### config.mk
export PLATFORM = sky130hd
export DESIGN_NAME = asp_serial_port
export DESIGN_NICKNAME = d
export VERILOG_FILES = /design/src/rtl/asp_pkg.sv /design/src/rtl/asp_baud_timer.sv /design/src/rtl/asp_serial_port.sv /design/src/rtl/asp_sync2.sv
export SDC_FILE = /design/constraint.sdc
export NUM_CORES = 1
export LEC_CHECK = 0
export ABC_AREA = 0
export BUFFER_PORTS_ARGS = -buffer_cell sky130_fd_sc_hd__clkbuf_2
export CAP_MARGIN = 20
export CORE_ASPECT_RATIO = 2
export CORE_UTILIZATION = 55
export DETAILED_ROUTE_END_ITERATION = 10
export PLACE_DENSITY = 0.73
export SYNTH_ARGS = -nofsm -noshare
export SYNTH_HDL_FRONTEND = slang
export SYNTH_HIERARCHICAL = 1
export SYNTH_SLANG_ARGS = --single-unit
### constraint.sdc
create_clock -name i_core_clk -period 3.1 [get_ports i_core_clk]
set_input_delay 0.155 -clock i_core_clk [delete_from_list [all_inputs] [get_ports i_core_clk]]
set_output_delay 0.155 -clock i_core_clk [all_outputs]
set_load 0.02 [all_outputs]
### src/rtl/asp_pkg.sv
/*
 * asp_pkg: shared constants and state types for the asynchronous serial port.
 * Assumes an 8-bit register port with a 3-bit word address on the 40 MHz core clock.
 */
package asp_pkg;

    ////////////////////////////////////////////////////////////////////////
    // register map (word addresses)
    localparam logic [2:0] ADR_CTRL   = 3'h0;  // serial_control_register
    localparam logic [2:0] ADR_DATA   = 3'h1;  // serial_data_buffer
    localparam logic [2:0] ADR_RELOAD = 3'h2;  // baud_reload_byte
    localparam logic [2:0] ADR_TCFG   = 3'h3;  // baud timer configuration
    localparam logic [2:0] ADR_TLOW   = 3'h4;  // baud_timer_low_byte

    // serial_control_register fields
    localparam int BIT_MODE = 7;  // frame_width_select
    localparam int BIT_MCE  = 5;  // multiprocessor_enable
    localparam int BIT_REN  = 4;  // receiver_enable_bit
    localparam int BIT_TB8  = 3;  // transmit_ninth_bit
    localparam int BIT_RB8  = 2;  // received_ninth_bit
    localparam int BIT_TI   = 1;  // transmit_done_flag
    localparam int BIT_RI   = 0;  // receive_done_flag

    // timer configuration fields
    localparam int BIT_RUN    = 0;
    localparam int BIT_SEL_LO = 1;
    localparam int BIT_IRQEN  = 4;

    // reset values
    localparam logic [7:0] RST_BYTE = 8'h00;
    localparam logic [2:0] RST_SEL  = 3'h0;

    // baud timer clock sources
    localparam logic [2:0] SEL_SYS    = 3'h0;
    localparam logic [2:0] SEL_DIV4   = 3'h1;
    localparam logic [2:0] SEL_DIV12  = 3'h2;
    localparam logic [2:0] SEL_DIV48  = 3'h3;
    localparam logic [2:0] SEL_OSC8   = 3'h4;
    localparam logic [2:0] SEL_PIN    = 3'h5;

    // prescaler counts
    localparam logic [5:0] PRE_TOP  = 6'h2F;  // counts 0..47
    localparam logic [2:0] OSC_TOP  = 3'h7;   // external oscillator / 8
    localparam logic [7:0] TMR_TOP  = 8'hFF;

    // frame layout, counted in bit times after the start bit
    localparam logic [3:0] TX_STOP8  = 4'h9;   // stop bit index, 8-bit frame
    localparam logic [3:0] TX_STOP9  = 4'hA;   // stop bit index, 9-bit frame
    localparam logic [3:0] TX_LEN8   = 4'hA;   // ten bits
    localparam logic [3:0] TX_LEN9   = 4'hB;   // eleven bits
    localparam logic [3:0] RX_SH_BITS = 4'h9;  // data plus stop or ninth

    typedef enum logic [1:0] {RX_IDLE, RX_START, RX_BITS} asp_rx_state_type;

    typedef struct packed {
        logic             mode9;
        logic             mce;
        logic             ren;
        logic             tb8;
        logic             rb8;
        logic             ti;
        logic             ri;
        logic [7:0]       rx_buf;
        logic [7:0]       reload;
        logic             run;
        logic [2:0]       sel;
        logic             irq_en;
        logic [5:0]       pre;
        logic [2:0]       osc_div;
        logic             osc_prev;
        logic             pin_prev;
        logic             tx_phase;
        logic             tx_pend;
        logic [7:0]       tx_byte;
        logic             tx_busy;
        logic [10:0]      tx_sh;
        logic [3:0]       tx_cnt;
        logic             txd;
        asp_rx_state_type rx_state;
        logic             rx_phase;
        logic             rx_prev;
        logic [8:0]       rx_sh;
        logic [3:0]       rx_cnt;
        logic [7:0]       rdata;
        logic             irq;
    } asp_state_type;

    typedef struct packed {
        logic [7:0] cnt;
        logic       ovf;
    } asp_tmr_state_type;

endpackage : asp_pkg

### src/rtl/asp_baud_timer.sv
/*
 * asp_baud_timer: 8-bit up counter with auto-reload and a registered overflow pulse.
 * Assumes i_tick is a one-cycle enable; i_load wins over counting.
 */
`timescale 1ns/100ps
`default_nettype none

module asp_baud_timer (
    input  wire logic       i_core_clk,
    input  wire logic       i_rst_n,
    input  wire logic       i_tick,
    input  wire logic [7:0] i_reload,
    input  wire logic       i_load,
    input  wire logic [7:0] i_load_val,
    output var  logic [7:0] o_count,
    output var  logic       o_ovf
);
    import asp_pkg::*;

    asp_tmr_state_type q;
    asp_tmr_state_type d;

    always_comb begin
        d     = q;
        d.ovf = 1'b0;
        if (i_load) begin
            d.cnt = i_load_val;
        end else if (i_tick) begin
            if (q.cnt == TMR_TOP) begin
                d.cnt = i_reload;
                d.ovf = 1'b1;
            end else begin
                d.cnt = q.cnt + 8'h01;
            end
        end
    end

    always_ff @(posedge i_core_clk) begin
        if (!i_rst_n) begin
            q <= '0;
        end else begin
            q <= d;
        end
    end

    assign o_count = q.cnt;
    assign o_ovf   = q.ovf;

endmodule : asp_baud_timer
`default_nettype wire

### src/rtl/asp_serial_port.sv
/*
 * asp_serial_port: full-duplex asynchronous serial port with baud timer.
 * Assumes a register master on i_core_clk; pins are asynchronous.
 */
// The implementer's own choices: the strobed register port and the register offsets.
// How it works
// - full duplex; 8-bit frame and 9-bit frame selectable
// - received byte held in buffer while next byte arrives
// - write to data buffer loads transmitter and starts sending
// - read of data buffer returns receive buffer only
// - interrupt requested while enabled and either done flag set
// - done flags cleared only by software write
// - baud from 8-bit auto-reload timer; transmit from low byte overflows
// - hidden receive timer runs with baud timer, same reload byte
// - both timer overflow streams divided by two for bit rate
// - start edge forces receive timer reload
// - timer clock: core, /4, /12, /48, oscillator /8, pin
// - external oscillator synchronised and sampled on core clock; every eighth rising edge ticks the timer
// - 8-bit frame: start, 8 data LSB first, stop into ninth field
// - 9-bit frame: start, 8 data, ninth bit, ignored stop
// - load only if receive flag clear and multiprocessor test passes
// - transmit flag set at start of stop bit
`timescale 1ns/100ps
`default_nettype none

module asp_serial_port (
    input  wire logic       i_core_clk,
    input  wire logic       i_rst_n,
    input  wire logic [2:0] i_addr,
    input  wire logic [7:0] i_wdata,
    input  wire logic       i_wr,
    input  wire logic       i_rd,
    output var  logic [7:0] o_rdata,
    input  wire logic       i_rxd,
    output var  logic       o_txd,
    input  wire logic       i_ext_osc,
    input  wire logic       i_timer_ext_in,
    output var  logic       o_irq
);
    import asp_pkg::*;

    asp_state_type q;
    asp_state_type d;

    logic [2:0] pins_s;
    logic       rx_s;
    logic       osc_s;
    logic       pin_s;
    logic       tmr_tick;
    logic       tx_ovf;
    logic       rx_ovf;
    logic [7:0] tx_count;
    logic       tx_tmr_load;
    logic       rx_force;

    ////////////////////////////////////////////////////////////////////////
    // pin synchronisers and timers

    asp_sync2 #(.W(3)) u_sync (
        .i_core_clk (i_core_clk),
        .i_rst_n    (i_rst_n),
        .i_async    ({i_timer_ext_in, i_ext_osc, i_rxd}),
        .o_sync     (pins_s)
    );

    assign rx_s  = pins_s[0];
    assign osc_s = pins_s[1];
    assign pin_s = pins_s[2];

    assign tx_tmr_load = i_wr && (i_addr == ADR_TLOW);

    asp_baud_timer u_tx_tmr (
        .i_core_clk (i_core_clk),
        .i_rst_n    (i_rst_n),
        .i_tick     (tmr_tick),
        .i_reload   (q.reload),
        .i_load     (tx_tmr_load),
        .i_load_val (i_wdata),
        .o_count    (tx_count),
        .o_ovf      (tx_ovf)
    );

    // receive copy: not on the register map, realigned on each start edge
    asp_baud_timer u_rx_tmr (
        .i_core_clk (i_core_clk),
        .i_rst_n    (i_rst_n),
        .i_tick     (tmr_tick),
        .i_reload   (q.reload),
        .i_load     (rx_force),
        .i_load_val (q.reload),
        .o_count    (),
        .o_ovf      (rx_ovf)
    );

    ////////////////////////////////////////////////////////////////////////
    // next state

    always_comb begin
        logic osc_rise;
        logic pin_rise;
        logic src_tick;
        logic tx_bit;
        logic rx_smp;
        logic set_ti;
        logic set_ri;
        logic rx_done;
        logic [8:0] rx_word;
        logic [3:0] tx_next;

        osc_rise = 1'b0;
        pin_rise = 1'b0;
        src_tick = 1'b0;
        tx_bit   = 1'b0;
        rx_smp   = 1'b0;
        set_ti   = 1'b0;
        set_ri   = 1'b0;
        rx_done  = 1'b0;
        rx_word  = q.rx_sh;
        tx_next  = q.tx_cnt + 4'h1;
        rx_force = 1'b0;

        d       = q;
        d.rdata = RST_BYTE;

        // prescalers; the oscillator path only sees its own edges
        d.pre      = (q.pre == PRE_TOP) ? 6'h00 : q.pre + 6'h01;
        d.osc_prev = osc_s;
        d.pin_prev = pin_s;
        osc_rise   = osc_s && !q.osc_prev;
        pin_rise   = pin_s && !q.pin_prev;
        if (osc_rise) begin
            d.osc_div = q.osc_div + 3'h1;
        end

        unique case (q.sel)
            SEL_SYS:   src_tick = 1'b1;
            SEL_DIV4:  src_tick = (q.pre[1:0] == 2'h3);
            SEL_DIV12: src_tick = (q.pre == 6'h0B) || (q.pre == 6'h17) ||
                                  (q.pre == 6'h23) || (q.pre == PRE_TOP);
            SEL_DIV48: src_tick = (q.pre == PRE_TOP);
            SEL_OSC8:  src_tick = osc_rise && (q.osc_div == OSC_TOP);
            SEL_PIN:   src_tick = pin_rise;
            default:   src_tick = 1'b0;
        endcase
        tmr_tick = q.run && src_tick;

        // halve the overflow streams into bit rates
        if (tx_ovf) begin
            d.tx_phase = !q.tx_phase;
        end
        tx_bit = tx_ovf && q.tx_phase;

        ////////////////////////////////////////////////////////////////////
        // register writes
        if (i_wr) begin
            unique case (i_addr)
                ADR_CTRL: begin
                    d.mode9 = i_wdata[BIT_MODE];
                    d.mce   = i_wdata[BIT_MCE];
                    d.ren   = i_wdata[BIT_REN];
                    d.tb8   = i_wdata[BIT_TB8];
                    d.rb8   = i_wdata[BIT_RB8];
                    d.ti    = i_wdata[BIT_TI];
                    d.ri    = i_wdata[BIT_RI];
                end
                ADR_DATA: begin
                    d.tx_pend = 1'b1;
                    d.tx_byte = i_wdata;
                end
                ADR_RELOAD: d.reload = i_wdata;
                ADR_TCFG: begin
                    d.run    = i_wdata[BIT_RUN];
                    d.sel    = i_wdata[BIT_SEL_LO +: 3];
                    d.irq_en = i_wdata[BIT_IRQEN];
                end
                default: ;
            endcase
        end

        // register reads, answered next cycle
        if (i_rd) begin
            unique case (i_addr)
                ADR_CTRL:   d.rdata = {q.mode9, 1'b0, q.mce, q.ren,
                                       q.tb8, q.rb8, q.ti, q.ri};
                ADR_DATA:   d.rdata = q.rx_buf;
                ADR_RELOAD: d.rdata = q.reload;
                ADR_TCFG:   d.rdata = {3'h0, q.irq_en, q.sel, q.run};
                ADR_TLOW:   d.rdata = tx_count;
                default:    d.rdata = RST_BYTE;
            endcase
        end

        ////////////////////////////////////////////////////////////////////
        // transmitter: a frame starts on the first bit time after the write that finds it idle
        if (tx_bit) begin
            if (q.tx_busy) begin
                d.tx_sh  = {1'b1, q.tx_sh[10:1]};  // lsb first
                d.tx_cnt = tx_next;
                if (tx_next == (q.mode9 ? TX_STOP9 : TX_STOP8)) begin
                    set_ti = 1'b1;
                end
                if (tx_next == (q.mode9 ? TX_LEN9 : TX_LEN8)) begin
                    d.tx_busy = 1'b0;
                end
            end else if (q.tx_pend) begin
                // stop, ninth or stop, data, start
                d.tx_sh   = {1'b1, (q.mode9 ? q.tb8 : 1'b1), q.tx_byte, 1'b0};
                d.tx_busy = 1'b1;
                // a data write in this very cycle stays pending
                d.tx_pend = i_wr && (i_addr == ADR_DATA);
                d.tx_cnt  = 4'h0;
            end
        end
        d.txd = d.tx_busy ? d.tx_sh[0] : 1'b1;

        ////////////////////////////////////////////////////////////////////
        // receiver, independent of the transmitter
        d.rx_prev = rx_s;
        if (rx_ovf && (q.rx_state != RX_IDLE)) begin
            d.rx_phase = !q.rx_phase;
        end
        // first overflow after the reload lands mid start bit
        rx_smp = rx_ovf && !q.rx_phase;

        unique case (q.rx_state)
            RX_IDLE: begin
                if (q.ren && q.run && q.rx_prev && !rx_s) begin
                    rx_force   = 1'b1;
                    d.rx_state = RX_START;
                    d.rx_phase = 1'b0;
                    d.rx_cnt   = 4'h0;
                end
            end
            RX_START: begin
                if (rx_smp) begin
                    // a glitch shorter than half a bit is dropped
                    d.rx_state = rx_s ? RX_IDLE : RX_BITS;
                end
            end
            RX_BITS: begin
                if (rx_smp) begin
                    if (q.rx_cnt == RX_SH_BITS) begin
                        rx_done = 1'b1;  // stop of a 9-bit frame ignored
                    end else begin
                        rx_word  = {rx_s, q.rx_sh[8:1]};
                        d.rx_sh  = rx_word;
                        d.rx_cnt = q.rx_cnt + 4'h1;
                        rx_done  = !q.mode9 && ((q.rx_cnt + 4'h1) == RX_SH_BITS);
                    end
                end
            end
            default: d.rx_state = RX_IDLE;
        endcase

        if (rx_done) begin
            d.rx_state = RX_IDLE;
            // overrun leaves the old byte in place
            if (!q.ri && (!q.mce || rx_word[8])) begin
                d.rx_buf = rx_word[7:0];
                d.rb8    = rx_word[8];
                set_ri   = 1'b1;
            end
        end
        if (!q.ren && (q.rx_state != RX_IDLE)) begin
            d.rx_state = RX_IDLE;
        end

        // hardware set beats a same-cycle software clear
        if (set_ti) begin
            d.ti = 1'b1;
        end
        if (set_ri) begin
            d.ri = 1'b1;
        end
        d.irq = d.irq_en && (d.ti || d.ri);
    end

    ////////////////////////////////////////////////////////////////////////
    // state register

    always_ff @(posedge i_core_clk) begin
        if (!i_rst_n) begin
            q          <= '0;
            q.sel      <= RST_SEL;
            q.txd      <= 1'b1;
            q.osc_prev <= 1'b1;
            q.pin_prev <= 1'b1;
            q.rx_prev  <= 1'b1;
            q.rx_state <= RX_IDLE;
        end else begin
            q <= d;
        end
    end

    assign o_rdata = q.rdata;
    assign o_txd   = q.txd;
    assign o_irq   = q.irq;

endmodule : asp_serial_port
`default_nettype wire

### src/rtl/asp_sync2.sv
/*
 * asp_sync2: two-flop synchroniser for a group of unrelated pin levels.
 * Assumes each bit is a slow level; no bus coherence between bits.
 */
`timescale 1ns/100ps
`default_nettype none

module asp_sync2 #(
    parameter int W = 3
) (
    input  wire logic         i_core_clk,
    input  wire logic         i_rst_n,
    input  wire logic [W-1:0] i_async,
    output var  logic [W-1:0] o_sync
);
    typedef struct packed {
        logic [W-1:0] s2;
        logic [W-1:0] s1;
    } asp_sync_state_type;

    asp_sync_state_type q;
    asp_sync_state_type d;

    always_comb begin
        d    = q;
        d.s1 = i_async;
        d.s2 = q.s1;
    end

    // idle lines are high, so reset to ones avoids a false start edge
    always_ff @(posedge i_core_clk) begin
        if (!i_rst_n) begin
            q <= '1;
        end else begin
            q <= d;
        end
    end

    assign o_sync = q.s2;

endmodule : asp_sync2
`default_nettype wire

==> impl_metrics.tcl <==
set metrics [dict create \
    critPathRequiredTime_ns 3.42 \
    status "finished, final reports clean" \
    reg2reg_depth 6 \
    area_growth_pct 13.7 \
    post_drt_wl_per_cell_um 16.2 \
    clockBufferDepth 2 \
    antenna_cells 0 \
    cts_sinks 116 \
    timing.final.crit_share_pct 82.0 \
    cp-end-kind "register" \
    tightest_slew_ns 0.761 \
    drv_cap 0 \
    arrival_ns 2.86 \
    crit_type "reg2reg" \
    ys_warn_count 6 \
    critPathMaxFanout 20 \
    io_buffer_count 27 \
    drtPass1Iterations 5 \
    slew_headroom_pct 49.2 \
    fin_setup_tns_ns 0 \
    clock_skew_ns 0.00667 \
    final_util_pct 64.2 \
    ff2ff_setup_slack_ns 0.56 \
    core-area_um2 9700 \
    ys_seq_area_share_pct 42.4 \
    ios 28 \
    dr_total_vias 4505 \
    nFillCells 858 \
    rows 51 \
    setup_ws_ns 0.557 \
    hold_depth 3 \
    grt_first_pass_wirelength_um 21200 \
    finalSetupViolCount 0 \
    grt_pass1_vias 4476 \
    synth.most_common_cell "dfxtp_1" \
    synth_nets 661 \
    syn-cell-area_um2 5470 \
    avgViaCountPerCell 5.70 \
    rsz0062_at_grt "no" \
    final.min_clock_period_ns 2.54 \
    hpwlAfterDp_um 9030 \
    dieArea_um2 10400 \
    num-nets-final 673 \
    power_density_nw_per_um2 589 \
    grt_use_total_pct 26.8 \
    min_to "q[49]" \
    drc 0 \
    dp_worst_setup_slack_ns 0.611 \
    drt_iter0_drc 317 \
    synth_seq_cells 116 \
    drv_slew 0 \
    reg2reg_from "q[60]" \
    postSynth.asyncResetShare_pct 0 \
    antenna_found_initial 0 \
    hold_violations 0 \
    grt_max_degree 46 \
    place.gp.congestion 0.962 \
    yosys-top-cells-count "116 x dfxtp_1, 79 x nor2_1, 74 x a21oi_1" \
    cts_buffers 17 \
    synth_top_area_share_pct 42.4 \
    clk_latency_ns 0.41 \
    htree_levels 4 \
    start_util_pct 56.4 \
    ys_top_cells_by_area "dfxtp_1 42%, a21oi_1 6.8%, nor2_1 5.4%, mux2i_1 5.3%, nand2_1 4.6%" \
    routed_wl_um 12800 \
    cts_resized 0 \
    cts_tree "done" \
    cp-start-kind "register" \
    yosysUniqueCellTypes 54 \
    post_route_cells_drive_above_1_share_pct 13.8 \
    cts-root-buf "clkbuf_16" \
    hold_start "i_wdata[6]" \
    syn_area_per_cell_um2 8.63 \
    die_w_um 72.5 \
    die_h_um 143 \
    cts.clk_slew.worst_paths_ns 0.05 \
    whs_ns 0.0563 \
    max_freq_mhz 393 \
    synth_edf_count 0 \
    hold_path.class "in2reg" \
    synth_area_leader_cell "dfxtp_1" \
    overflow 0 \
    r2r-end "u_rx_tmr/o_count[3]" \
    peakVddDrop_v 0.000459 \
    postRouteAntennaNets 0 \
    power_leakage_nw 2.38 \
    synth_cells 634 \
    synthFlopType "dfxtp_1" \
]
[through the flow]
| stage | instance area (um2) | power (mW) | instances |
|---|---|---|---|
| 4_1_cts | 6220 | 3.69 | 791 |
| 6_report | 6220 | 3.66 | 791 |
| 3_5_place_dp | 5580 | 1.69 | 756 |
| 3_3_place_gp | 5580 | 1.69 | 756 |
| 5_1_grt | 6220 | 3.77 | 791 |
| 2_1_floorplan | 5470 | 1.64 | 634 |
[state kept, by name, summed over array words and instances, names as in the netlist]
| name | flops |
|---|---|
| q | 82 |
| o_rdata | 8 |
| u_rx_tmr/o_count | 8 |
| u_tx_tmr/o_count | 8 |
| u_sync/d | 3 |
| u_sync/o_sync | 3 |
| o_irq | 1 |
| o_txd | 1 |
| u_rx_tmr/o_ovf | 1 |
| u_tx_tmr/o_ovf | 1 |
[layer usage]
layer  part of all wire (%)  vias up  GRT usage (%)  wire [um]
li1                       -     2238              -          -
met1                     39     2079           28.4       4950
met2                     52      146           47.3       6600
met3                    4.4       42           5.79        559
met4                    5.3        0           16.3        675
met5                      0        -              0          0
[timing repair]
item                      4_1_cts  5_1_grt
buffers inserted                0        0
hold endpoints to repair        3        0
hold buffers                    3        0
[layout make-up]
class	count	area, um2	area share [%]
flip-flops and latches	116	2320	37.3
clock inverters	12	154	2.47
inverters	17	63.8	1.03
well taps	132	165	2.65
multi-input cells	458	2850	45.8
repair buffers	36	210	3.38
clock buffers	20	457	7.34
[worst max-delay path, stage by stage (launching register included)]
cell and delay [ns]:
dfxtp_1 0.46, inv_1 0.08, o41ai_1 0.28, nor4bb_1 0.31
o21a_1 0.59, nand3_1 0.41, o32ai_2 0.33
[how the worst max path moves through the flow]
stage | start | end | slack, ns | cells after the start
final | q[60] | u_rx_tmr/o_count[3] | 0.56 | 6
after detailed placement | u_sync/o_sync[1] | u_rx_tmr/o_count[3] | 0.61 | 6
after global routing | u_sync/o_sync[1] | u_rx_tmr/o_count[6] | 0.37 | 7
after CTS | q[60] | u_rx_tmr/o_count[3] | 0.57 | 6
after floorplan | q[61] | u_tx_tmr/o_count[6] | 1.14 | 10
after global placement | q[60] | u_tx_tmr/o_count[3] | 0.70 | 6
[kinds of logic after synthesis]
family / Yosys count / share of synthesized area (%)
buffers and inverters: 60 / 5.53
adders and majority gates: 9 / 2.06
DFF: 116 / 42.4
xor gates and xnor gates: 18 / 2.88
AOI/OAI and AO/OA: 142 / 16.3
and+or+nand+nor: 251 / 23.1
muxes: 38 / 7.71
[power by group]
part | internal (mW) | switching (mW) | total, mW
Sequential | 1.51 | 0.0237 | 1.54
Combinational | 0.0462 | 0.0841 | 0.130
Clock | 1.30 | 0.691 | 2.00
Total | 2.86 | 0.798 | 3.66
[cell usage in the layout (no fill, tap or decap), types with 3 or more instances in the layout]
cell and n:
xnor2_1 11, nand3b_1 5, dfxtp_1 116, and3_1 8
clkinv_2 3, a211oi_1 10, bufinv_16 3, o21a_1 6
xor2_1 7, ha_1 9, clkbuf_2 27, a311oi_1 6
o21ai_0 12, o22ai_1 10, clkbuf_16 17, and2_1 10
nand2_1 67, inv_1 16, nor2_1 79, nor2b_1 7
nand4_1 4, mux2i_1 29, a31oi_1 4, nand3_1 14
mux2_4 8, buf_4 6, nand2b_1 15, nor3_1 8
nor3b_1 15, a21oi_1 74, dlygate4sd3_1 3, clkinvlp_4 3
a22oi_1 7
Note: power is estimated with default switching activity, not from simulation.
